File: src/common/clt_pkg.sv
// Shared constants and carrier types of the camera link tap mapper.
// Assumes a single 100 MHz system clock; every external line is asynchronous to it.
package clt_pkg;

  // ****************************************
  // Clock and serial timing
  // ****************************************
  localparam int CLT_CLK_HZ = 100_000_000;
  localparam int CLT_CLK_PERIOD_NS = 10;
  localparam int CLT_BAUD_DEFAULT = 9600;
  localparam int CLT_BAUD_CNT_W = 20;
  localparam int CLT_UART_DATA_W = 8;
  localparam int CLT_UART_FRAME_W = 10;
  localparam logic CLT_UART_IDLE = 1'b1;
  localparam logic CLT_UART_START = 1'b0;
  localparam logic CLT_UART_STOP = 1'b1;

  // ****************************************
  // Pixel and port layout
  // ****************************************
  localparam int CLT_TAPS = 4;
  localparam int CLT_TAP_W = 10;
  localparam int CLT_LO_W = 8;
  localparam int CLT_HI_W = 2;
  localparam int CLT_PORT_W = 8;
  localparam int CLT_HI_LSB_T1 = 0;
  localparam int CLT_HI_LSB_T2 = 4;
  localparam int CLT_HI_LSB_T3 = 0;
  localparam int CLT_HI_LSB_T4 = 4;
  localparam int CLT_FIFO_DEPTH = 16;
  localparam logic CLT_FIXED_HIGH = 1'b1;

  // ****************************************
  // Input synchroniser slots
  // ****************************************
  localparam int CLT_SYNC_N = 4;
  localparam int CLT_SYNC_PCLK = 0;
  localparam int CLT_SYNC_PWR = 1;
  localparam int CLT_SYNC_CC = 2;
  localparam int CLT_SYNC_RX = 3;
  // Reset to each line's idle level: pixel clock low, triggers and serial high, so no false edge follows reset
  localparam logic [CLT_SYNC_N-1:0] CLT_SYNC_RST = 4'he;

  typedef enum logic [1:0] {
    CLT_TAP1 = 2'b00,
    CLT_TAP2 = 2'b01,
    CLT_TAP4 = 2'b10
  } clt_tap_cfg_e;

  typedef enum logic [1:0] {
    CLT_RX_IDLE = 2'b00,
    CLT_RX_START = 2'b01,
    CLT_RX_DATA = 2'b10,
    CLT_RX_STOP = 2'b11
  } clt_rx_state_e;

  typedef enum logic {
    CLT_TX_IDLE = 1'b0,
    CLT_TX_SHIFT = 1'b1
  } clt_tx_state_e;

  typedef struct packed {
    logic fval;
    logic lval;
    logic [CLT_TAPS-1:0][CLT_TAP_W-1:0] tap;
  } clt_pix_word_s;

  typedef struct packed {
    logic fval;
    logic lval;
    logic [CLT_PORT_W-1:0] a;
    logic [CLT_PORT_W-1:0] b;
    logic [CLT_PORT_W-1:0] c;
    logic [CLT_PORT_W-1:0] d;
    logic [CLT_PORT_W-1:0] e;
    logic [CLT_PORT_W-1:0] f;
  } clt_link_ports_s;

endpackage

File: src/hdl/clt_fifo.sv
// Synchronous FIFO with valid/ready on both sides.
// Assumes one clock and a synchronous active-high reset.
`timescale 1ns/1ps
`default_nettype none
module clt_fifo #(
  parameter int WIDTH = 8,
  parameter int DEPTH = 16
) (
  input wire logic clk_sys,
  input wire logic rst,
  input wire logic in_valid,
  output logic in_ready,
  input wire logic [WIDTH-1:0] in_data,
  output logic out_valid,
  input wire logic out_ready,
  output logic [WIDTH-1:0] out_data
);
  localparam int AW = $clog2(DEPTH);

  logic [WIDTH-1:0] mem [DEPTH];
  logic [AW:0] wr_q;
  logic [AW:0] rd_q;
  logic push;
  logic pop;

  // Extra pointer bit separates full from empty
  assign out_valid = wr_q != rd_q;
  assign in_ready = (wr_q[AW-1:0] != rd_q[AW-1:0]) || (wr_q[AW] == rd_q[AW]);
  assign push = in_valid && in_ready;
  assign pop = out_valid && out_ready;
  assign out_data = mem[rd_q[AW-1:0]];

  always_ff @(posedge clk_sys) begin
    if (push) begin
      mem[wr_q[AW-1:0]] <= in_data;
    end
  end

  always_ff @(posedge clk_sys) begin
    if (rst) begin
      wr_q <= '0;
    end else if (push) begin
      wr_q <= wr_q + 1'b1;
    end
  end

  always_ff @(posedge clk_sys) begin
    if (rst) begin
      rd_q <= '0;
    end else if (pop) begin
      rd_q <= rd_q + 1'b1;
    end
  end
endmodule
`default_nettype wire

File: src/hdl/clt_tap_mapper.sv
// Camera link output mapper: taps to ports, control bits, UART lines, shutter trigger.
// Assumes the pixel clock, triggers and serial input arrive asynchronously to clk_sys.
`timescale 1ns/1ps
`default_nettype none
// Functional notes
// - Strobe follows pixel clock; line and frame valid sent; data valid and spare stay high.
// - 8-bit mode: tap bits 0..7 go to ports A, B, C, D; unused low.
// - 10-bit mode: low bytes to A, C, E, D; high pairs to B0, B4, F0, F4.
// - Response bytes leave on the grabber serial line with standard UART framing.
// - Control lines CC2, CC3 and CC4 are reserved and change nothing.
// - Shutter trigger accepted on power-connector input and on link line CC1.
// - Four taps use medium configuration; one and two taps use base only.
// - Triggers combine as active-low OR; shutter starts on combined trailing edge.
module clt_tap_mapper
  import clt_pkg::*;
#(
  parameter int BAUD = CLT_BAUD_DEFAULT,
  parameter int FIFO_DEPTH = CLT_FIFO_DEPTH
) (
  input wire logic clk_sys,
  input wire logic rst,
  input wire logic pix_valid,
  output logic pix_ready,
  input wire clt_pix_word_s pix_word,
  input wire logic mode_10bit,
  input wire clt_tap_cfg_e tap_cfg,
  input wire logic link_clk_in,
  output logic link_strobe,
  output clt_link_ports_s link_ports,
  output logic link_dval,
  output logic link_spare,
  output logic medium_cfg,
  input wire logic trigger_in_power_conn_n,
  input wire logic trigger_in_link_cc_n,
  input wire logic [2:0] cc_reserved,
  output logic shutter_start,
  input wire logic serial_to_camera,
  output logic serial_to_grabber,
  input wire logic tx_valid,
  output logic tx_ready,
  input wire logic [CLT_UART_DATA_W-1:0] tx_data,
  output logic rx_valid,
  output logic [CLT_UART_DATA_W-1:0] rx_data,
  output logic rx_frame_err
);
  localparam logic [CLT_BAUD_CNT_W-1:0] BIT_CYC = CLT_BAUD_CNT_W'(CLT_CLK_HZ / BAUD);
  localparam logic [CLT_BAUD_CNT_W-1:0] HALF_CYC = CLT_BAUD_CNT_W'(CLT_CLK_HZ / BAUD / 2);

  // ****************************************
  // Input synchronisers
  // ****************************************
  logic [CLT_SYNC_N-1:0] s1_q, s2_q, s3_q, stable_q, chg;
  logic pclk_rise;

  always_ff @(posedge clk_sys) begin
    if (rst) begin
      s1_q <= CLT_SYNC_RST;
      s2_q <= CLT_SYNC_RST;
      s3_q <= CLT_SYNC_RST;
    end else begin
      s1_q <= {serial_to_camera, trigger_in_link_cc_n, trigger_in_power_conn_n, link_clk_in};
      s2_q <= s1_q;
      s3_q <= s2_q;
    end
  end

  // A level counts once the last two stages agree, so a single metastable sample never moves it
  genvar gi;
  for (gi = 0; gi < CLT_SYNC_N; gi++) begin : g_sync
    assign chg[gi] = (s2_q[gi] == s3_q[gi]) && (s3_q[gi] != stable_q[gi]);
    always_ff @(posedge clk_sys) begin
      if (rst) begin
        stable_q[gi] <= CLT_SYNC_RST[gi];
      end else if (chg[gi]) begin
        stable_q[gi] <= s3_q[gi];
      end
    end
  end

  assign pclk_rise = chg[CLT_SYNC_PCLK] && s3_q[CLT_SYNC_PCLK];

  // ****************************************
  // Pixel buffer and port mapping
  // ****************************************
  clt_pix_word_s fifo_word;
  logic fifo_valid;
  clt_link_ports_s ports_q;
  logic strobe_q, medium_q;

  clt_fifo #(.WIDTH($bits(clt_pix_word_s)), .DEPTH(FIFO_DEPTH)) u_fifo (
    .clk_sys(clk_sys),
    .rst(rst),
    .in_valid(pix_valid),
    .in_ready(pix_ready),
    .in_data(pix_word),
    .out_valid(fifo_valid),
    .out_ready(pclk_rise),
    .out_data(fifo_word)
  );

  function automatic clt_link_ports_s map_word(clt_pix_word_s w, logic m10, clt_tap_cfg_e cfg);
    clt_link_ports_s p;
    logic [CLT_TAPS-1:0][CLT_TAP_W-1:0] t;
    p = '0;
    t = w.tap;
    // Taps beyond the configured count are forced to zero so their ports stay low
    if (cfg == CLT_TAP1) begin
      t[1] = '0;
    end
    if (cfg != CLT_TAP4) begin
      t[2] = '0;
      t[3] = '0;
    end
    p.fval = w.fval;
    p.lval = w.lval;
    if (!m10) begin
      p.a = t[0][CLT_LO_W-1:0];
      p.b = t[1][CLT_LO_W-1:0];
      p.c = t[2][CLT_LO_W-1:0];
      p.d = t[3][CLT_LO_W-1:0];
    end else begin
      p.a = t[0][CLT_LO_W-1:0];
      p.c = t[1][CLT_LO_W-1:0];
      p.e = t[2][CLT_LO_W-1:0];
      p.d = t[3][CLT_LO_W-1:0];
      p.b[CLT_HI_LSB_T1 +: CLT_HI_W] = t[0][CLT_TAP_W-1:CLT_LO_W];
      p.b[CLT_HI_LSB_T2 +: CLT_HI_W] = t[1][CLT_TAP_W-1:CLT_LO_W];
      p.f[CLT_HI_LSB_T3 +: CLT_HI_W] = t[2][CLT_TAP_W-1:CLT_LO_W];
      p.f[CLT_HI_LSB_T4 +: CLT_HI_W] = t[3][CLT_TAP_W-1:CLT_LO_W];
    end
    return p;
  endfunction

  // Whole link word changes at once; an empty buffer sends an idle word with both valids low
  always_ff @(posedge clk_sys) begin
    if (rst) begin
      ports_q <= '0;
    end else if (pclk_rise) begin
      ports_q <= fifo_valid ? map_word(fifo_word, mode_10bit, tap_cfg) : '0;
    end
  end

  always_ff @(posedge clk_sys) begin
    if (rst) begin
      strobe_q <= 1'b0;
      medium_q <= 1'b0;
    end else begin
      strobe_q <= stable_q[CLT_SYNC_PCLK];
      medium_q <= tap_cfg == CLT_TAP4;
    end
  end

  assign link_ports = ports_q;
  assign link_strobe = strobe_q;
  assign medium_cfg = medium_q;
  assign link_dval = CLT_FIXED_HIGH;
  assign link_spare = CLT_FIXED_HIGH;

  // ****************************************
  // Shutter trigger
  // ****************************************
  logic trig_now, trig_active_q, shutter_q;

  // Either low input is active; a stuck-active input masks every trailing edge
  assign trig_now = !stable_q[CLT_SYNC_PWR] || !stable_q[CLT_SYNC_CC];

  always_ff @(posedge clk_sys) begin
    if (rst) begin
      trig_active_q <= 1'b0;
      shutter_q <= 1'b0;
    end else begin
      trig_active_q <= trig_now;
      shutter_q <= trig_active_q && !trig_now;
    end
  end

  assign shutter_start = shutter_q;

  // ****************************************
  // UART transmitter
  // ****************************************
  clt_tx_state_e tx_state_q;
  logic [CLT_UART_FRAME_W-1:0] tx_sh_q;
  logic [3:0] tx_bits_q;
  logic [CLT_BAUD_CNT_W-1:0] tx_cnt_q;
  logic tx_line_q;

  assign tx_ready = tx_state_q == CLT_TX_IDLE;

  always_ff @(posedge clk_sys) begin
    if (rst) begin
      tx_state_q <= CLT_TX_IDLE;
      tx_sh_q <= '1;
      tx_bits_q <= '0;
      tx_cnt_q <= '0;
      tx_line_q <= CLT_UART_IDLE;
    end else begin
      case (tx_state_q)
        CLT_TX_IDLE: begin
          tx_line_q <= CLT_UART_IDLE;
          if (tx_valid) begin
            tx_sh_q <= {CLT_UART_STOP, tx_data, CLT_UART_START};
            tx_bits_q <= '0;
            tx_cnt_q <= '0;
            tx_state_q <= CLT_TX_SHIFT;
          end
        end
        CLT_TX_SHIFT: begin
          tx_line_q <= tx_sh_q[0];
          if (tx_cnt_q == BIT_CYC - 1'b1) begin
            tx_cnt_q <= '0;
            tx_sh_q <= {CLT_UART_IDLE, tx_sh_q[CLT_UART_FRAME_W-1:1]};
            if (tx_bits_q == 4'(CLT_UART_FRAME_W - 1)) begin
              tx_state_q <= CLT_TX_IDLE;
            end else begin
              tx_bits_q <= tx_bits_q + 1'b1;
            end
          end else begin
            tx_cnt_q <= tx_cnt_q + 1'b1;
          end
        end
        default: tx_state_q <= CLT_TX_IDLE;
      endcase
    end
  end

  assign serial_to_grabber = tx_line_q;

  // ****************************************
  // UART receiver
  // ****************************************
  clt_rx_state_e rx_state_q;
  logic [CLT_BAUD_CNT_W-1:0] rx_cnt_q;
  logic [3:0] rx_bits_q;
  logic [CLT_UART_DATA_W-1:0] rx_sh_q, rx_data_q;
  logic rx_valid_q, rx_err_q;
  logic rx_line;

  // Sampling at mid-bit tolerates baud mismatch on the grabber side
  assign rx_line = stable_q[CLT_SYNC_RX];

  always_ff @(posedge clk_sys) begin
    if (rst) begin
      rx_state_q <= CLT_RX_IDLE;
      rx_cnt_q <= '0;
      rx_bits_q <= '0;
      rx_sh_q <= '0;
      rx_data_q <= '0;
      rx_valid_q <= 1'b0;
      rx_err_q <= 1'b0;
    end else begin
      rx_valid_q <= 1'b0;
      rx_err_q <= 1'b0;
      rx_cnt_q <= rx_cnt_q + 1'b1;
      case (rx_state_q)
        CLT_RX_IDLE: begin
          rx_cnt_q <= '0;
          if (rx_line == CLT_UART_START) begin
            rx_state_q <= CLT_RX_START;
          end
        end
        CLT_RX_START: begin
          if (rx_cnt_q == HALF_CYC) begin
            rx_cnt_q <= '0;
            rx_bits_q <= '0;
            rx_state_q <= (rx_line == CLT_UART_START) ? CLT_RX_DATA : CLT_RX_IDLE;
          end
        end
        CLT_RX_DATA: begin
          if (rx_cnt_q == BIT_CYC - 1'b1) begin
            rx_cnt_q <= '0;
            rx_sh_q <= {rx_line, rx_sh_q[CLT_UART_DATA_W-1:1]};
            rx_bits_q <= rx_bits_q + 1'b1;
            if (rx_bits_q == 4'(CLT_UART_DATA_W - 1)) begin
              rx_state_q <= CLT_RX_STOP;
            end
          end
        end
        CLT_RX_STOP: begin
          if (rx_cnt_q == BIT_CYC - 1'b1) begin
            rx_data_q <= rx_sh_q;
            rx_valid_q <= rx_line == CLT_UART_STOP;
            rx_err_q <= rx_line != CLT_UART_STOP;
            rx_state_q <= CLT_RX_IDLE;
          end
        end
        default: rx_state_q <= CLT_RX_IDLE;
      endcase
    end
  end

  assign rx_valid = rx_valid_q;
  assign rx_data = rx_data_q;
  assign rx_frame_err = rx_err_q;

  // ****************************************
  // Assertions
  // ****************************************
  property p_fixed_high;
    @(posedge clk_sys) disable iff (rst) link_dval && link_spare && (link_strobe == $past(stable_q[CLT_SYNC_PCLK]));
  endproperty
  a_fixed_high: assert property (p_fixed_high) else $error("dval, spare or strobe wrong");

  property p_map8;
    @(posedge clk_sys) disable iff (rst) pclk_rise && fifo_valid && !mode_10bit && tap_cfg == CLT_TAP4 |=>
      link_ports.a == $past(fifo_word.tap[0][CLT_LO_W-1:0]) && link_ports.d == $past(fifo_word.tap[3][CLT_LO_W-1:0])
      && link_ports.e == '0 && link_ports.f == '0;
  endproperty
  a_map8: assert property (p_map8) else $error("8-bit tap mapping wrong");

  property p_map10;
    @(posedge clk_sys) disable iff (rst) pclk_rise && fifo_valid && mode_10bit && tap_cfg == CLT_TAP4 |=>
      link_ports.e == $past(fifo_word.tap[2][CLT_LO_W-1:0])
      && link_ports.b[CLT_HI_LSB_T2 +: CLT_HI_W] == $past(fifo_word.tap[1][CLT_TAP_W-1:CLT_LO_W])
      && link_ports.f[CLT_HI_LSB_T4 +: CLT_HI_W] == $past(fifo_word.tap[3][CLT_TAP_W-1:CLT_LO_W]);
  endproperty
  a_map10: assert property (p_map10) else $error("10-bit tap mapping wrong");

  property p_base_cfg;
    @(posedge clk_sys) disable iff (rst) pclk_rise && tap_cfg != CLT_TAP4 |=>
      link_ports.d == '0 && link_ports.e == '0 && link_ports.f == '0 && !medium_cfg;
  endproperty
  a_base_cfg: assert property (p_base_cfg) else $error("base configuration drives medium ports");

  property p_word_together;
    @(posedge clk_sys) disable iff (rst) !pclk_rise |=> $stable(link_ports);
  endproperty
  a_word_together: assert property (p_word_together) else $error("link word changed off pixel edge");

  property p_tx_start;
    @(posedge clk_sys) disable iff (rst) tx_valid && tx_ready |=> ##1 !serial_to_grabber [*8];
  endproperty
  a_tx_start: assert property (p_tx_start) else $error("start bit missing");

  property p_tx_idle;
    @(posedge clk_sys) disable iff (rst) $past(tx_ready) && tx_ready |-> serial_to_grabber;
  endproperty
  a_tx_idle: assert property (p_tx_idle) else $error("serial line not idle high");

  property p_trailing;
    @(posedge clk_sys) disable iff (rst) shutter_start == $fell(trig_active_q);
  endproperty
  a_trailing: assert property (p_trailing) else $error("shutter not on trailing edge");

  property p_cc1_trigger;
    @(posedge clk_sys) disable iff (rst)
      $rose(stable_q[CLT_SYNC_CC]) && stable_q[CLT_SYNC_PWR] && $past(stable_q[CLT_SYNC_PWR]) |=> shutter_start;
  endproperty
  a_cc1_trigger: assert property (p_cc1_trigger) else $error("link trigger ignored");
endmodule
`default_nettype wire

File: config.mk
export PLATFORM = sky130hd
export DESIGN_NAME = clt_tap_mapper
export DESIGN_NICKNAME = d
export VERILOG_FILES = /design/src/common/clt_pkg.sv /design/src/hdl/clt_fifo.sv /design/src/hdl/clt_tap_mapper.sv
export SDC_FILE = /design/constraint.sdc
export NUM_CORES = 1
export LEC_CHECK = 0
export BUFFER_PORTS_ARGS = -buffer_cell sky130_fd_sc_hd__buf_2
export CORE_MARGIN = 2
export CORE_UTILIZATION = 28
export CTS_BUF_LIST = sky130_fd_sc_hd__clkbuf_16
export DETAILED_ROUTE_END_ITERATION = 8
export PLACE_DENSITY_LB_ADDON = 0.12
export SYNTH_ARGS = -nofsm -noshare
export SYNTH_HDL_FRONTEND = slang
export SYNTH_SLANG_ARGS = --single-unit
File: constraint.sdc
create_clock -name clk_sys -period 8 [get_ports clk_sys]
set_input_delay 2.4 -clock clk_sys [delete_from_list [all_inputs] [get_ports clk_sys]]
set_output_delay 2.4 -clock clk_sys [all_outputs]
set_load 0.1 [all_outputs]
After elaboration in Yosys (flattened, before gate mapping)
Memories as Yosys holds them, arrays and structs flattened. A register that Yosys moved wholly into a read port is not among the register bits.
Index checks and enable logic that the tools add are counted.

word-level totals
  RAM bits = 672
  input port bits = 64
  word-level logic and storage cells = 138
  memories kept = 1
  output and inout port bits = 68
  register bits = 160

memory list
  name        words  bits a word  rd ports  clocked after memory_dff  write ports  RTL line        RTL
  u_fifo.mem  16     42           1         1                         1            clt_fifo.sv:20  logic [WIDTH-1:0] mem [DEPTH];

operators by class
  add/subtract/negate cells = 6
  equality and inequality tests = 29
  bitwise logic cells = 4
  reductions and logical operators = 23
  muxes and demuxes = 42

operators with widths
  operator                 number
  $mux W20                 5
  $pmux W20 S3             1
  $mux W50                 1
  $add A20 B1 Y20 const B  2
  $eq A20 B14 Y1 const B   2
  $pmux W20 S2             1
  $mux W10                 3
  $mux W4                  7
  $mux W2                  11
  $eq A20 B13 Y1 const B   1
  $pmux W10 S2             1
  $mux W18                 1
  $ne A2 B2 Y1 const B     8
  $pmux W4 S2              2
  $add A5 B1 Y5 const B    2
  $add A4 B1 Y4 const B    2
  $logic_and A1 B1 Y1      8
  $mux W8                  1
  $pmux W2 S4              1
  $eq A2 B2 Y1 const B     3
  $reduce_and A2 Y1        3
  $reduce_and A3 Y1        2
  $eq A1 B1 Y1             5
  $mux W1                  5
  other kinds (15)         26

Depth between registers and ports, before layout
Gate-level depths: netlist of run 1.

  depth after elaboration = 6
  depth in mapped cells = 10
  mapped depth without buffers = 6

Modules after synthesis
From an unflattened synthesis of run 1, not the netlist that was laid out.

second synthesis, totals
  cell total of the unflattened synthesis = 1,726
  area total of the unflattened synthesis = 32,225.9 um2

modules (own cells, without submodules)
  module          area an instance (um2)  cells each  seq. area each (um2)  instances
  clt_fifo        26,103.8                1,037       20,459.6              1
  clt_tap_mapper  6,122.1                 689         2,902.8               1

Worst setup path after synthesis of run 1
No wires, ideal clock.

  path kind = input -> register
  from = in pix_valid
  to = mem u_fifo.mem[0][0] (netlist bit) (enable)
  buffers on the path = 0
  library setup time = 0.494 ns
  cell stages on the path = 3
  required time = 7.506 ns
  setup slack = 1.720 ns
  arrival time = 5.787 ns
  path through = a21boi_1 -> nand2_1 -> nor3_1

on the way
  cells in the longest elaborated chain, start to end = 3

RTL lines
  element                        RTL line              RTL
  start, declared                clt_tap_mapper.sv:22  input wire logic pix_valid,
  $logic_and A1 B1 Y1            clt_fifo.sv:29        assign push = in_valid && in_ready;
  $mux W1                        clt_fifo.sv:34        if (push) begin
  $mux W1 (not written as such)  clt_fifo.sv:35        mem[wr_q[AW-1:0]] <= in_data;
  end, declared                  clt_fifo.sv:20

No other way between the ends.

Worst setup path after layout of run 1
  from = reg tx_state_q
  to = out tx_ready

on the way
  cells in the longest elaborated chain, start to end = 1

RTL lines
  element                 RTL line               RTL
  start, declared         clt_tap_mapper.sv:182  clt_tx_state_e tx_state_q;
  start signal, assigned  clt_tap_mapper.sv:192  tx_state_q <= CLT_TX_IDLE;
  start signal, assigned  clt_tap_mapper.sv:205  tx_state_q <= CLT_TX_SHIFT;
  start signal, assigned  clt_tap_mapper.sv:214  tx_state_q <= CLT_TX_IDLE;
  $not A1 Y1              --
  end, declared           clt_tap_mapper.sv:40   output logic tx_ready,

No other way between the ends.

==> results of run 1 <==
-- metal layers --
layer	track usage	routed length (um)
met1	0.2011	39370
met2	0.2309	39440
met3	0.02719	3691
met4	0.03221	1541
met5	0	77
-- path summary, 6_finish.rpt --
| path | start | to | slack [ns] | cells past startpoint |
|---|---|---|---|---|
| min | s1_q[2] | s2_q[2] | 0.41 | 1 |
| max reg2reg | u_fifo.wr_q[2] | u_fifo.mem[13][19] | 4.26 | 6 |
| max | tx_state_q | tx_ready | 3.19 | 2 |
| min reg2reg | s1_q[2] | s2_q[2] | 0.41 | 1 |
-- sequential cells by signal, indices dropped and copies added (netlist names), 3 cells and up, named ones only --
register and flops:
s2_q 4, u_fifo.mem 672, rx_data 8, s3_q 4
rx_sh_q 8, tx_sh_q 9, s1_q 4, tx_cnt_q 20
u_fifo.rd_q 5, rx_bits_q 4, u_fifo.wr_q 5, tx_bits_q 4
rx_cnt_q 20, stable_q 3, link_ports 46
-- layout make-up --
class,count,area [um2],share of cell area
antenna,1,2.502,0.00006648
clock buffer,98,2452,0.06515
inverter,25,93.84,0.002493
clock inverter,79,500.5,0.01330
timing repair buffer,158,905.9,0.02407
sequential,831,23370,0.6210
tap,1512,1892,0.05026
multi-input combinational,862,8419,0.2237
-- cells by family after synthesis --
kind of cell | Yosys count | synth area share
AOI/OAI and AO/OA | 257 | 0.05621
xor gates and xnor gates | 32 | 0.008683
adders and majority gates | 11 | 0.004264
buffers and inverters | 134 | 0.01977
DFF | 831 | 0.7238
muxes | 252 | 0.1394
other | 2 | 0.0002327
and+or+nand+nor | 304 | 0.04760
-- Yosys cell counts (all sizes together) (17+ instances only) --
cell type,count
a211oi,19
a21oi,51
a221oi,17
a22o,26
and3,17
buf,56
clkbuf,53
dfxtp,159
edfxtp,672
inv,23
mux2i,94
mux4,158
nand2,51
nand3,21
nor2,98
nor2b,26
nor3,17
o21ai,48
xnor2,22
-- per-stage QoR --
step | std cells | setup slack (ns) | instance area [um2] | utilization
CTS | 3565 | 3.111 | 37640 | 0.3292
floorplan | 1827 | 1.720 | 32290 | -
global placement | 3388 | 2.771 | 34690 | 0.3033
detailed placement | 3388 | 2.737 | 34690 | 0.3033
finish | 3566 | 3.192 | 37640 | 0.3292
global route | 3565 | 3.009 | 37640 | 0.3292
-- report_power, final --
group          total, uW  internal (uW)  switching (uW)
clock network       4080           2340            1740
logic                269           75.9             193
registers           4740           4720            17.9
-- worst max-delay path, cell delays in order, from the launching register on --
cell      delay [ns]
dfxtp_1         0.83
clkinv_1        0.49
buf_2           0.42
==> metrics.md, run 1 <==
| Metric | Value |
|---|---|
| Status | completed |
| Fin crit share | 0.6010 |
| Max IR drop VDD | between 0.15 and 0.2 mV |
| Remaining global-route overflow | 0 |
| Chip width | between 300 and 400 um |
| Slew Limit Fails | 0 |
| Worst min path class | register to register |
| Mean Syn Cell Area | between 15 and 20 um2 |
| Post-CTS Hold Fix Bufs | 0 |
| Avg WL per Cell | roughly 24 um |
| CP arrival | ~2.4 ns |
| First-pass GRT wire length | between 100000 and 150000 um |
| Most common cell after layout, fill and taps aside | edfxtp_1 |
| Final ANT Viol Nets | 0 |
| CTS sink cnt | a little over 800 |
| Hold WS | just over 0.4 ns |
| WS Path Type | register to output pin |
| 1st-pass router iterations | 5 |
| Vias per cell | roughly 4.8 |
| Synth top area share | 0.6252 |
| Mapped Cells | roughly 1800 |
| Later-pin clock latency in the skew report | 0.67 ns |
| Total GRT Usage | 0.1435 |
| Max-Cap Viols | 0 |
| Critical Path End Type | output pin |
| Seq/Total Area, Yosys | 0.7238 |
| CTS root buf | clkbuf_16 |
| Final Net Count | approximately 2000 |
| Total power draw | a little over 9000 uW |
| Pwr Density | around 240 nW/um2 |
| Yosys cell types | around 70 |
| Largest cells by area after synthesis | edfxtp_1 (63%), mux4_2 (11%), dfxtp_1 (9.9%), mux2i_1 (2.9%), nor2_1 (1.1%) |
| DR DRC count | 0 |
| Period minus WS final | slightly below 5 ns |
| Ys async rst share | 0 |
| Largest net degree at the start of global routing | 115 |
| Cell taking the most area after synthesis | edfxtp_1 |
| Highest net fanout along the worst path | 17 |
| Port Buffers | roughly 120 |
| Overall die area | approximately 120000 um2 |
| Die span in y | roughly 340 um |
| Top_reg_cell synth | edfxtp_1 |
| Share of cells above drive strength 1 | 0.2338 |
| CTS tree | done |
| Yosys reg bits | 831 |
| Cts bufs inserted | 95 |
| Clock Skews | approximately 0.033 ns |
| Critical Path RT | ~5.6 ns |
| Fill count | 11010 |
| Achievable frequency | ~210 MHz |
| H-tree depth | 3 |
| Initial DRC Count | approximately 1200 |
| Layout area overhead | 16.62% |
| Static leakage | around 0.012 uW |
| Post-CTS Repair Setup Buffers | 0 |
| Vias in the first global route | 17650 |
| IO Pins | around 130 |
| CTS clock-pin slew for the worst setup and hold paths | about 0.06 ns |
| Max Root-Sink Buffers | 3 |
| Final Wtd Congestion | roughly 0.73 |
| Slew headroom | 0.1451 |
| Yosys warns | 0 |
| Core region area | 114300 um2 |
| Startpoint types | register |
| Hpwl dp | 46760 um |
| Initial antenna violation count | 13 |
| Row count | roughly 120 |
| PostCTS Resize Cnt | 0 |
| Final setup vio count | 0 |
| Syn Std Cell Area | 32280 um2 |
| Vias | between 15000 and 20000 |
| Final Hold Fails | 0 |
| RSZ-0062 raised after global routing | no |
| Commonest cells after routing, fill and taps aside | edfxtp_1 (672), mux4_2 (158), dfxtp_1 (155) |
| Setup TNS | 0 ns |
| Actual slew at the worst max-slew pin | roughly 1.3 ns |
| EDFF count, synth | 672 |
| Drt total wl | approximately 84000 um |
| Starting Density | 0.2823 |
Note: power is estimated with default switching activity, not from simulation.
==> run 2: changes to the inputs <==
clock period = 4.54 ns   (was 8 ns; I/O delays follow)
==> run 2 against run 1 <==
Effect of this change:
- register-to-register slack worse by 3.0 ns
- design area up 1.2%
- count of clock-buffer cells in the layout up 2
- utilization up 0.39 points
- die area unchanged
- sequential power up 76%
- global-route usage up 0.067 points
- critical endpoint unchanged
- hold slack worse by 0.024 ns
- largest power group unchanged
==> metrics.md, run 2 (synthesis results as in run 1) <==
| Metric | Value |
|---|---|
| Final Net Count | 2060 (+0.59%) |
| Layout area overhead | 17.99% |
| Pwr Density | 425.3 nW/um2 (+76%) |
| Setup TNS | 0 ns (unchanged) |
| Flop pwr share | 0.516 (-0.006) |
| Vias per cell | 4.782 (-0.32%) |
| Internal power | 12680 uW (+78%) |
| Remaining global-route overflow | 0 (unchanged) |
| Critical Path End Type | output pin |
| IO Pins | 132 (unchanged) |
| Net Switching | 3512 uW (+80%) |
| Comb pwr share | 0.030 (about the same) |
| Share of cells above drive strength 1 | 0.2420 (+0.008209) |
| Final Wtd Congestion | 0.7288 (+0.45%) |
| Avg WL per Cell | 23.60 um (about the same) |
| Chip width | 343.5 um (unchanged) |
| Die span in y | 343.5 um (unchanged) |
| Final instance area | 38080 um2 (+1.2%) |
| Max FFs per register | 672 (unchanged) |
| CTS tree | done |
| Post-DP Area | 35040 um2 (+1.0%) |
| Max Root-Sink Buffers | 3 (unchanged) |
| Starting Density | 0.2823 (unchanged) |
| PostCTS Resize Cnt | 0 (unchanged) |
| Post-CTS Hold Fix Bufs | 0 (unchanged) |
| WS Path Type | register to output pin |
| Actual slew at the worst max-slew pin | 1.228 ns (-0.04962 ns) |
| Startpoint types | register |
| Total GRT Usage | 0.1441 (+0.0006718) |
| 1st-pass router iterations | 5 (unchanged) |
| CTS root buf | clkbuf_16 |
| Later-pin clock latency in the skew report | 0.68 ns (about the same) |
| First-pass GRT wire length | 123600 um (+0.51%) |
| Final setup vio count | 0 (unchanged) |
| Vias in the first global route | 17890 (+1.4%) |
| Worst min path class | register to register |
| Highest net fanout along the worst path | 17 (unchanged) |
| Achievable frequency | roughly 260 MHz |
| Clock Skews | 0.05187 ns (+0.01909 ns) |
| Status | completed |
| Port Buffers | 122 (unchanged) |
| Max-Cap Viols | 0 (unchanged) |
| Core region area | 114300 um2 (unchanged) |
| Critical Path RT | 3.18 ns (-2.42 ns) |
| Initial antenna violation count | 9 (-4) |
| Largest net degree at the start of global routing | 93 (-19%) |
| RSZ-0062 raised after global routing | no |
| Final Hold Fails | 0 (unchanged) |
| Drt total wl | 84450 um (+0.39%) |
| Post-CTS Repair Setup Buffers | 0 (unchanged) |
| Fin crit share | 0.8432 |
| Static leakage | 0.01208 uW (+1.1%) |
| Fin cells | 3579 (+0.36%) |
| CTS sink cnt | 831 (unchanged) |
| Slew headroom | 0.1758 (+0.03073) |
| Final ANT Viol Nets | 0 (unchanged) |
| CP arrival | 2.47 ns (+0.06 ns) |
| Cts bufs inserted | 96 (+1.1%) |
| Initial DRC Count | 1073 (-12%) |
| Most common cell after layout, fill and taps aside | edfxtp_1 |
| Period minus WS final | approximately 3.8 ns |
| Row count | 124 (unchanged) |
| Clock Power Share | 0.454 (+0.005) |
| Overall die area | 118000 um2 (unchanged) |
| Switching Fraction | 0.2168 (+0.002590) |
| Commonest cells after routing, fill and taps aside | edfxtp_1 (672), mux4_2 (158), dfxtp_1 (155) |
| DR DRC count | 0 (unchanged) |
| Slew Limit Fails | 0 (unchanged) |
| Hpwl dp | 46660 um (-0.20%) |
| Vias | 17110 (+0.047%) |
| Placed cells | 3399 (+0.32%) |
| H-tree depth | 3 (unchanged) |
| Max IR drop VDD | 0.3020 mV (+73%) |
| CTS clock-pin slew for the worst setup and hold paths | 0.06 ns (about the same) |
==> run 2: changes by cell type in the layout (fill, tap and decap cells not counted), sizes merged <==
cell      change
clkinv        +4
clkbuf        +2
buf          +11
clkinvlp      +1
inv           -5
==> run 2: cell type report <==
type,instances,area [um2]
fill,10980,76260
inverter,25,93.84
clock buffer,100,2502
timing repair buffer,169,1239
antenna,1,2.502
sequential,831,23370
clock inverter,79,536.8
tap,1512,1892
multi-input combinational,862,8442
==> run 2: critical path: stages, from the launching register on <==
cell      delay (ns)
dfxtp_1         0.86
clkinv_1        0.52
buf_2           0.43
==> run 2: power groups by stage <==
stage	clock network (uW)	registers [uW]	logic [uW]
5_1_grt	7920	8360	533
3_3_place_gp	0	8510	487
3_5_place_dp	0	8510	498
2_1_floorplan	0	8520	246
6_report	7360	8350	484
4_1_cts	7610	8350	500
==> run 2: final timing paths <==
check	startpoint	to	slack [ns]	cells after the start
setup / recovery	tx_state_q	tx_ready	0.71	2
hold / removal	s1_q[2]	s2_q[2]	0.39	1
setup reg to reg	u_fifo.wr_q[3]	u_fifo.mem[12][26]	1.25	6
hold reg to reg	s1_q[2]	s2_q[2]	0.39	1
==> run 2: metal layers <==
metal / global-route usage / part of all wire
met1: 0.2008 / 0.46
met2: 0.2320 / 0.47
met3: 0.02586 / 0.045
met4: 0.03785 / 0.022
met5: 0 / 0.00037
==> run 2: metrics by stage <==
step	hold WS, ns	power, uW	utilization	setup WS [ns]
floorplan	0.3895	8765	-	0.4202
global placement	0.3965	8997	0.3065	0.9514
detailed placement	0.4005	9013	0.3065	0.8911
CTS	0.3899	16460	0.3330	0.6494
global route	0.3924	16820	0.3330	0.5446
finish	0.3882	16200	0.3331	0.7118
==> run 3: changes to the inputs <==
ABC_AREA = 1   (was unset)
clock period = 3.09 ns   (was 4.54 ns; I/O delays follow)
==> run 3 against run 2 <==
Effect of this change:
- combinational power rose by 53%
- sequential power rose by 47%
- clock power up 45%
- via count up 33%
- synthesized cell count rose by 77%
- routed wire length up 15%
- count of clock-buffer cells in the layout shrank 1
- critical path depth grew 4
- flip-flop and latch count stayed put
- register-to-register slack got worse by 0.58 ns
- design area grew 4.8%
==> metrics.md, run 3 <==
| Metric | Value |
|---|---|
| IO Pins | 132 (unchanged) |
| Vias | 22770 (+33%) |
| Final setup vio count | 0 (unchanged) |
| Critical Path End Type | output pin |
| Slew headroom | 0.4549 (+0.2791) |
| Final instance area | 39910 um2 (+4.8%) |
| WS Path Type | register to output pin |
| H-tree depth | 3 (unchanged) |
| Fin cells | 5041 (+41%) |
| First-pass GRT wire length | 146300 um (+18%) |
| Fin worst setup slack | 0.1890 ns (-0.5228 ns) |
| Row count | 128 (+3.2%) |
| Actual slew at the worst max-slew pin | 0.8176 ns (-0.4104 ns) |
| Yosys cell types | 48 (-30%) |
| Hpwl dp | 52470 um (+12%) |
| CTS clock-pin slew for the worst setup and hold paths | 0.05 ns (about the same) |
| 1st-pass router iterations | 5 (unchanged) |
| Post-DP Area | 36920 um2 (+5.4%) |
| CTS root buf | clkbuf_16 |
| CP arrival | 1.97 ns (-0.50 ns) |
| Later-pin clock latency in the skew report | 0.68 ns (about the same) |
| Initial DRC Count | 1469 (+37%) |
| Core region area | 121600 um2 (+6.3%) |
| Largest net degree at the start of global routing | 131 (+41%) |
| Max FFs per register | 672 (unchanged) |
| Period minus WS final | between 2 and 3 ns |
| Syn Std Cell Area | 34220 um2 (+6.0%) |
| Most common cell after layout, fill and taps aside | nand2_1 |
| Most frequent cell after synthesis | nand2_1 |
| Total GRT Usage | 0.1547 (+0.01061) |
| Remaining global-route overflow | 0 (unchanged) |
| Pwr Density | 595.1 nW/um2 (+40%) |
| RR Startpoint | u_fifo.wr_q[0] |
| Post-CTS Hold Fix Bufs | 0 (unchanged) |
| Synth top area share | 0.5898 (-0.03546) |
| Mapped Cells | 3225 (+77%) |
| Area of the multi-input gates | 9106 um2 (+7.9%) |
| Highest net fanout along the worst path | 6 (-11) |
| Max Root-Sink Buffers | 3 (unchanged) |
| PostCTS Resize Cnt | 0 (unchanged) |
| Share of cells above drive strength 1 | 0.1092 (-0.1328) |
| Max IR drop VDD | 0.4578 mV (+52%) |
| Mean Syn Cell Area | 10.61 um2 (-40%) |
| Core Util, Final | 0.3283 (-0.004762) |
| Final Net Count | 3409 (+65%) |
| Fill count | 12370 (+13%) |
| Synth top cells by count | nand2_1 (720), edfxtp_1 (672), nor2_1 (370), nand3_1 (323), inv_1 (243) |
| Drt total wl | 97380 um (+15%) |
| Worst setup path endpoint | pix_ready |
| Achievable frequency | approximately 340 MHz |
| Port Buffers | 122 (unchanged) |
| Fin crit share | 0.9388 |
| Final Wtd Congestion | 0.7401 (+1.6%) |
| Top_reg_cell synth | edfxtp_1 |
| Yosys warns | 0 (unchanged) |
| Avg WL per Cell | 19.32 um (-18%) |
| Worst min path class | register to register |
| Largest cells by area after synthesis | edfxtp_1 (59%), dfxtp_1 (9.3%), nand2_1 (7.9%), nand3_1 (4.7%), nor2_1 (4.1%) |
| Final ANT Viol Nets | 0 (unchanged) |
| Cts bufs inserted | 98 (+2.1%) |
| Status | completed |
| Clock Skews | 0.02310 ns (-0.02877 ns) |
| Initial antenna violation count | 11 (+2) |
| Placed cells | 4859 (+43%) |
| Vias in the first global route | 22030 (+23%) |
| CTS tree | done |
| EDFF count, synth | 672 (unchanged) |
| CTS sink cnt | 831 (unchanged) |
| Slew Limit Fails | 0 (unchanged) |
| Commonest cells after routing, fill and taps aside | nand2_1 (720), edfxtp_1 (672), nor2_1 (354) |
| Die span in y | 353.6 um (+2.9%) |
| Yosys reg bits | 831 (unchanged) |
| Ys async rst share | 0 (unchanged) |
| Starting Density | 0.2815 (-0.0007823) |
| Static leakage | 0.01467 uW (+21%) |
| Worst slack at placement | 0.4485 ns (-0.4426 ns) |
| Seq/Total Area, Yosys | 0.6828 (-0.04105) |
| Vias per cell | 4.517 (-5.5%) |
| Post-CTS Repair Setup Buffers | 0 (unchanged) |
| Final Hold Fails | 0 (unchanged) |
| R2r endpoint | u_fifo.mem[10][34] |
| Reg2reg path depth | 10 (+4) |
| Max-Cap Viols | 0 (unchanged) |
| R2r setup slk | 0.67 ns (-0.58 ns) |
| Startpoint types | register |
| Chip width | 353.6 um (+2.9%) |
| Cell taking the most area after synthesis | edfxtp_1 |
| Overall die area | 125000 um2 (+5.9%) |
| FF+latch area | 23370 um2 (unchanged) |
| RSZ-0062 raised after global routing | no |
| Worst Setup SP | u_fifo.wr_q[2] |
| DR DRC count | 0 (unchanged) |
| Critical Path RT | 2.16 ns (-1.02 ns) |
| Layout area overhead | 16.63% |
## run 3: cell types whose count changed in the layout (fill, tap and decap cells not counted), moves of 126 or more
cell | previous run | this run
o21ai_0 | 46 | 172
nand2_1 | 51 | 720
nor2_1 | 84 | 354
inv_1 | 46 | 275
nand3_1 | 21 | 322
mux4_2 | 158 | 0
## run 3: area by class of cell
| cell class | instances | area share |
|---|---|---|
| Inverter | 251 | 0.02411 |
| Antenna cell | 1 | 0.00006271 |
| Clock inverter | 82 | 0.01254 |
| Timing Repair Buffer | 183 | 0.03631 |
| Sequential cell | 831 | 0.5858 |
| Multi-Input combinational cell | 1969 | 0.2282 |
| Clock buffer | 99 | 0.06208 |
| Tap cell | 1625 | 0.05095 |
## run 3: per-layer routing
layer	vias to the layer above	share of wire	track usage
li1	11230	-	-
met1	11040	0.49	0.2222
met2	340	0.45	0.2411
met3	149	0.038	0.02660
met4	8	0.023	0.04017
met5	-	0.00051	0
## run 3: cell families after synthesis
kind of cell,synth area share
simple gates,0.1824
flops,0.6828
compound gates,0.07262
buf+inv,0.05518
xor+xnor,0.002816
fa+ha+maj,0.004022
other cells,0.0002195
## run 3: critical path, stage by stage (launching register included)
cell,delay (ns)
dfxtp_1,0.42
inv_2,0.09
nand2_1,0.06
nand2_1,0.05
nor2_1,0.24
nand3b_1,0.17
buf_4,0.27
## run 3: per-stage QoR
step / total power (uW) / hold slack, ns / TNS, ns
detailed placement: 13260 / 0.4003 / 0
global route: 24640 / 0.4110 / 0
CTS: 24110 / 0.4006 / 0
finish: 23750 / 0.4100 / 0
global placement: 13260 / 0.4006 / 0
floorplan: 12880 / 0.3883 / -184.45
## run 3: how the worst min path moves through the flow
stage / to / cells after the start / slack (ns) / from
after floorplan: s2_q[0] / 2 / 0.39 / s1_q[0]
after global placement: s2_q[1] / 1 / 0.40 / s1_q[1]
after detailed placement: s2_q[3] / 1 / 0.40 / s1_q[3]
after CTS: s1_q[2] / 2 / 0.40 / trigger_in_link_cc_n
after global routing: s1_q[2] / 2 / 0.41 / trigger_in_link_cc_n
final: s2_q[3] / 1 / 0.41 / s1_q[3]
## run 3: where the power goes
group          internal (uW)  switching [uW]
Combinational            175             564
Clock                   6130            4610
Sequential             12200            40.8
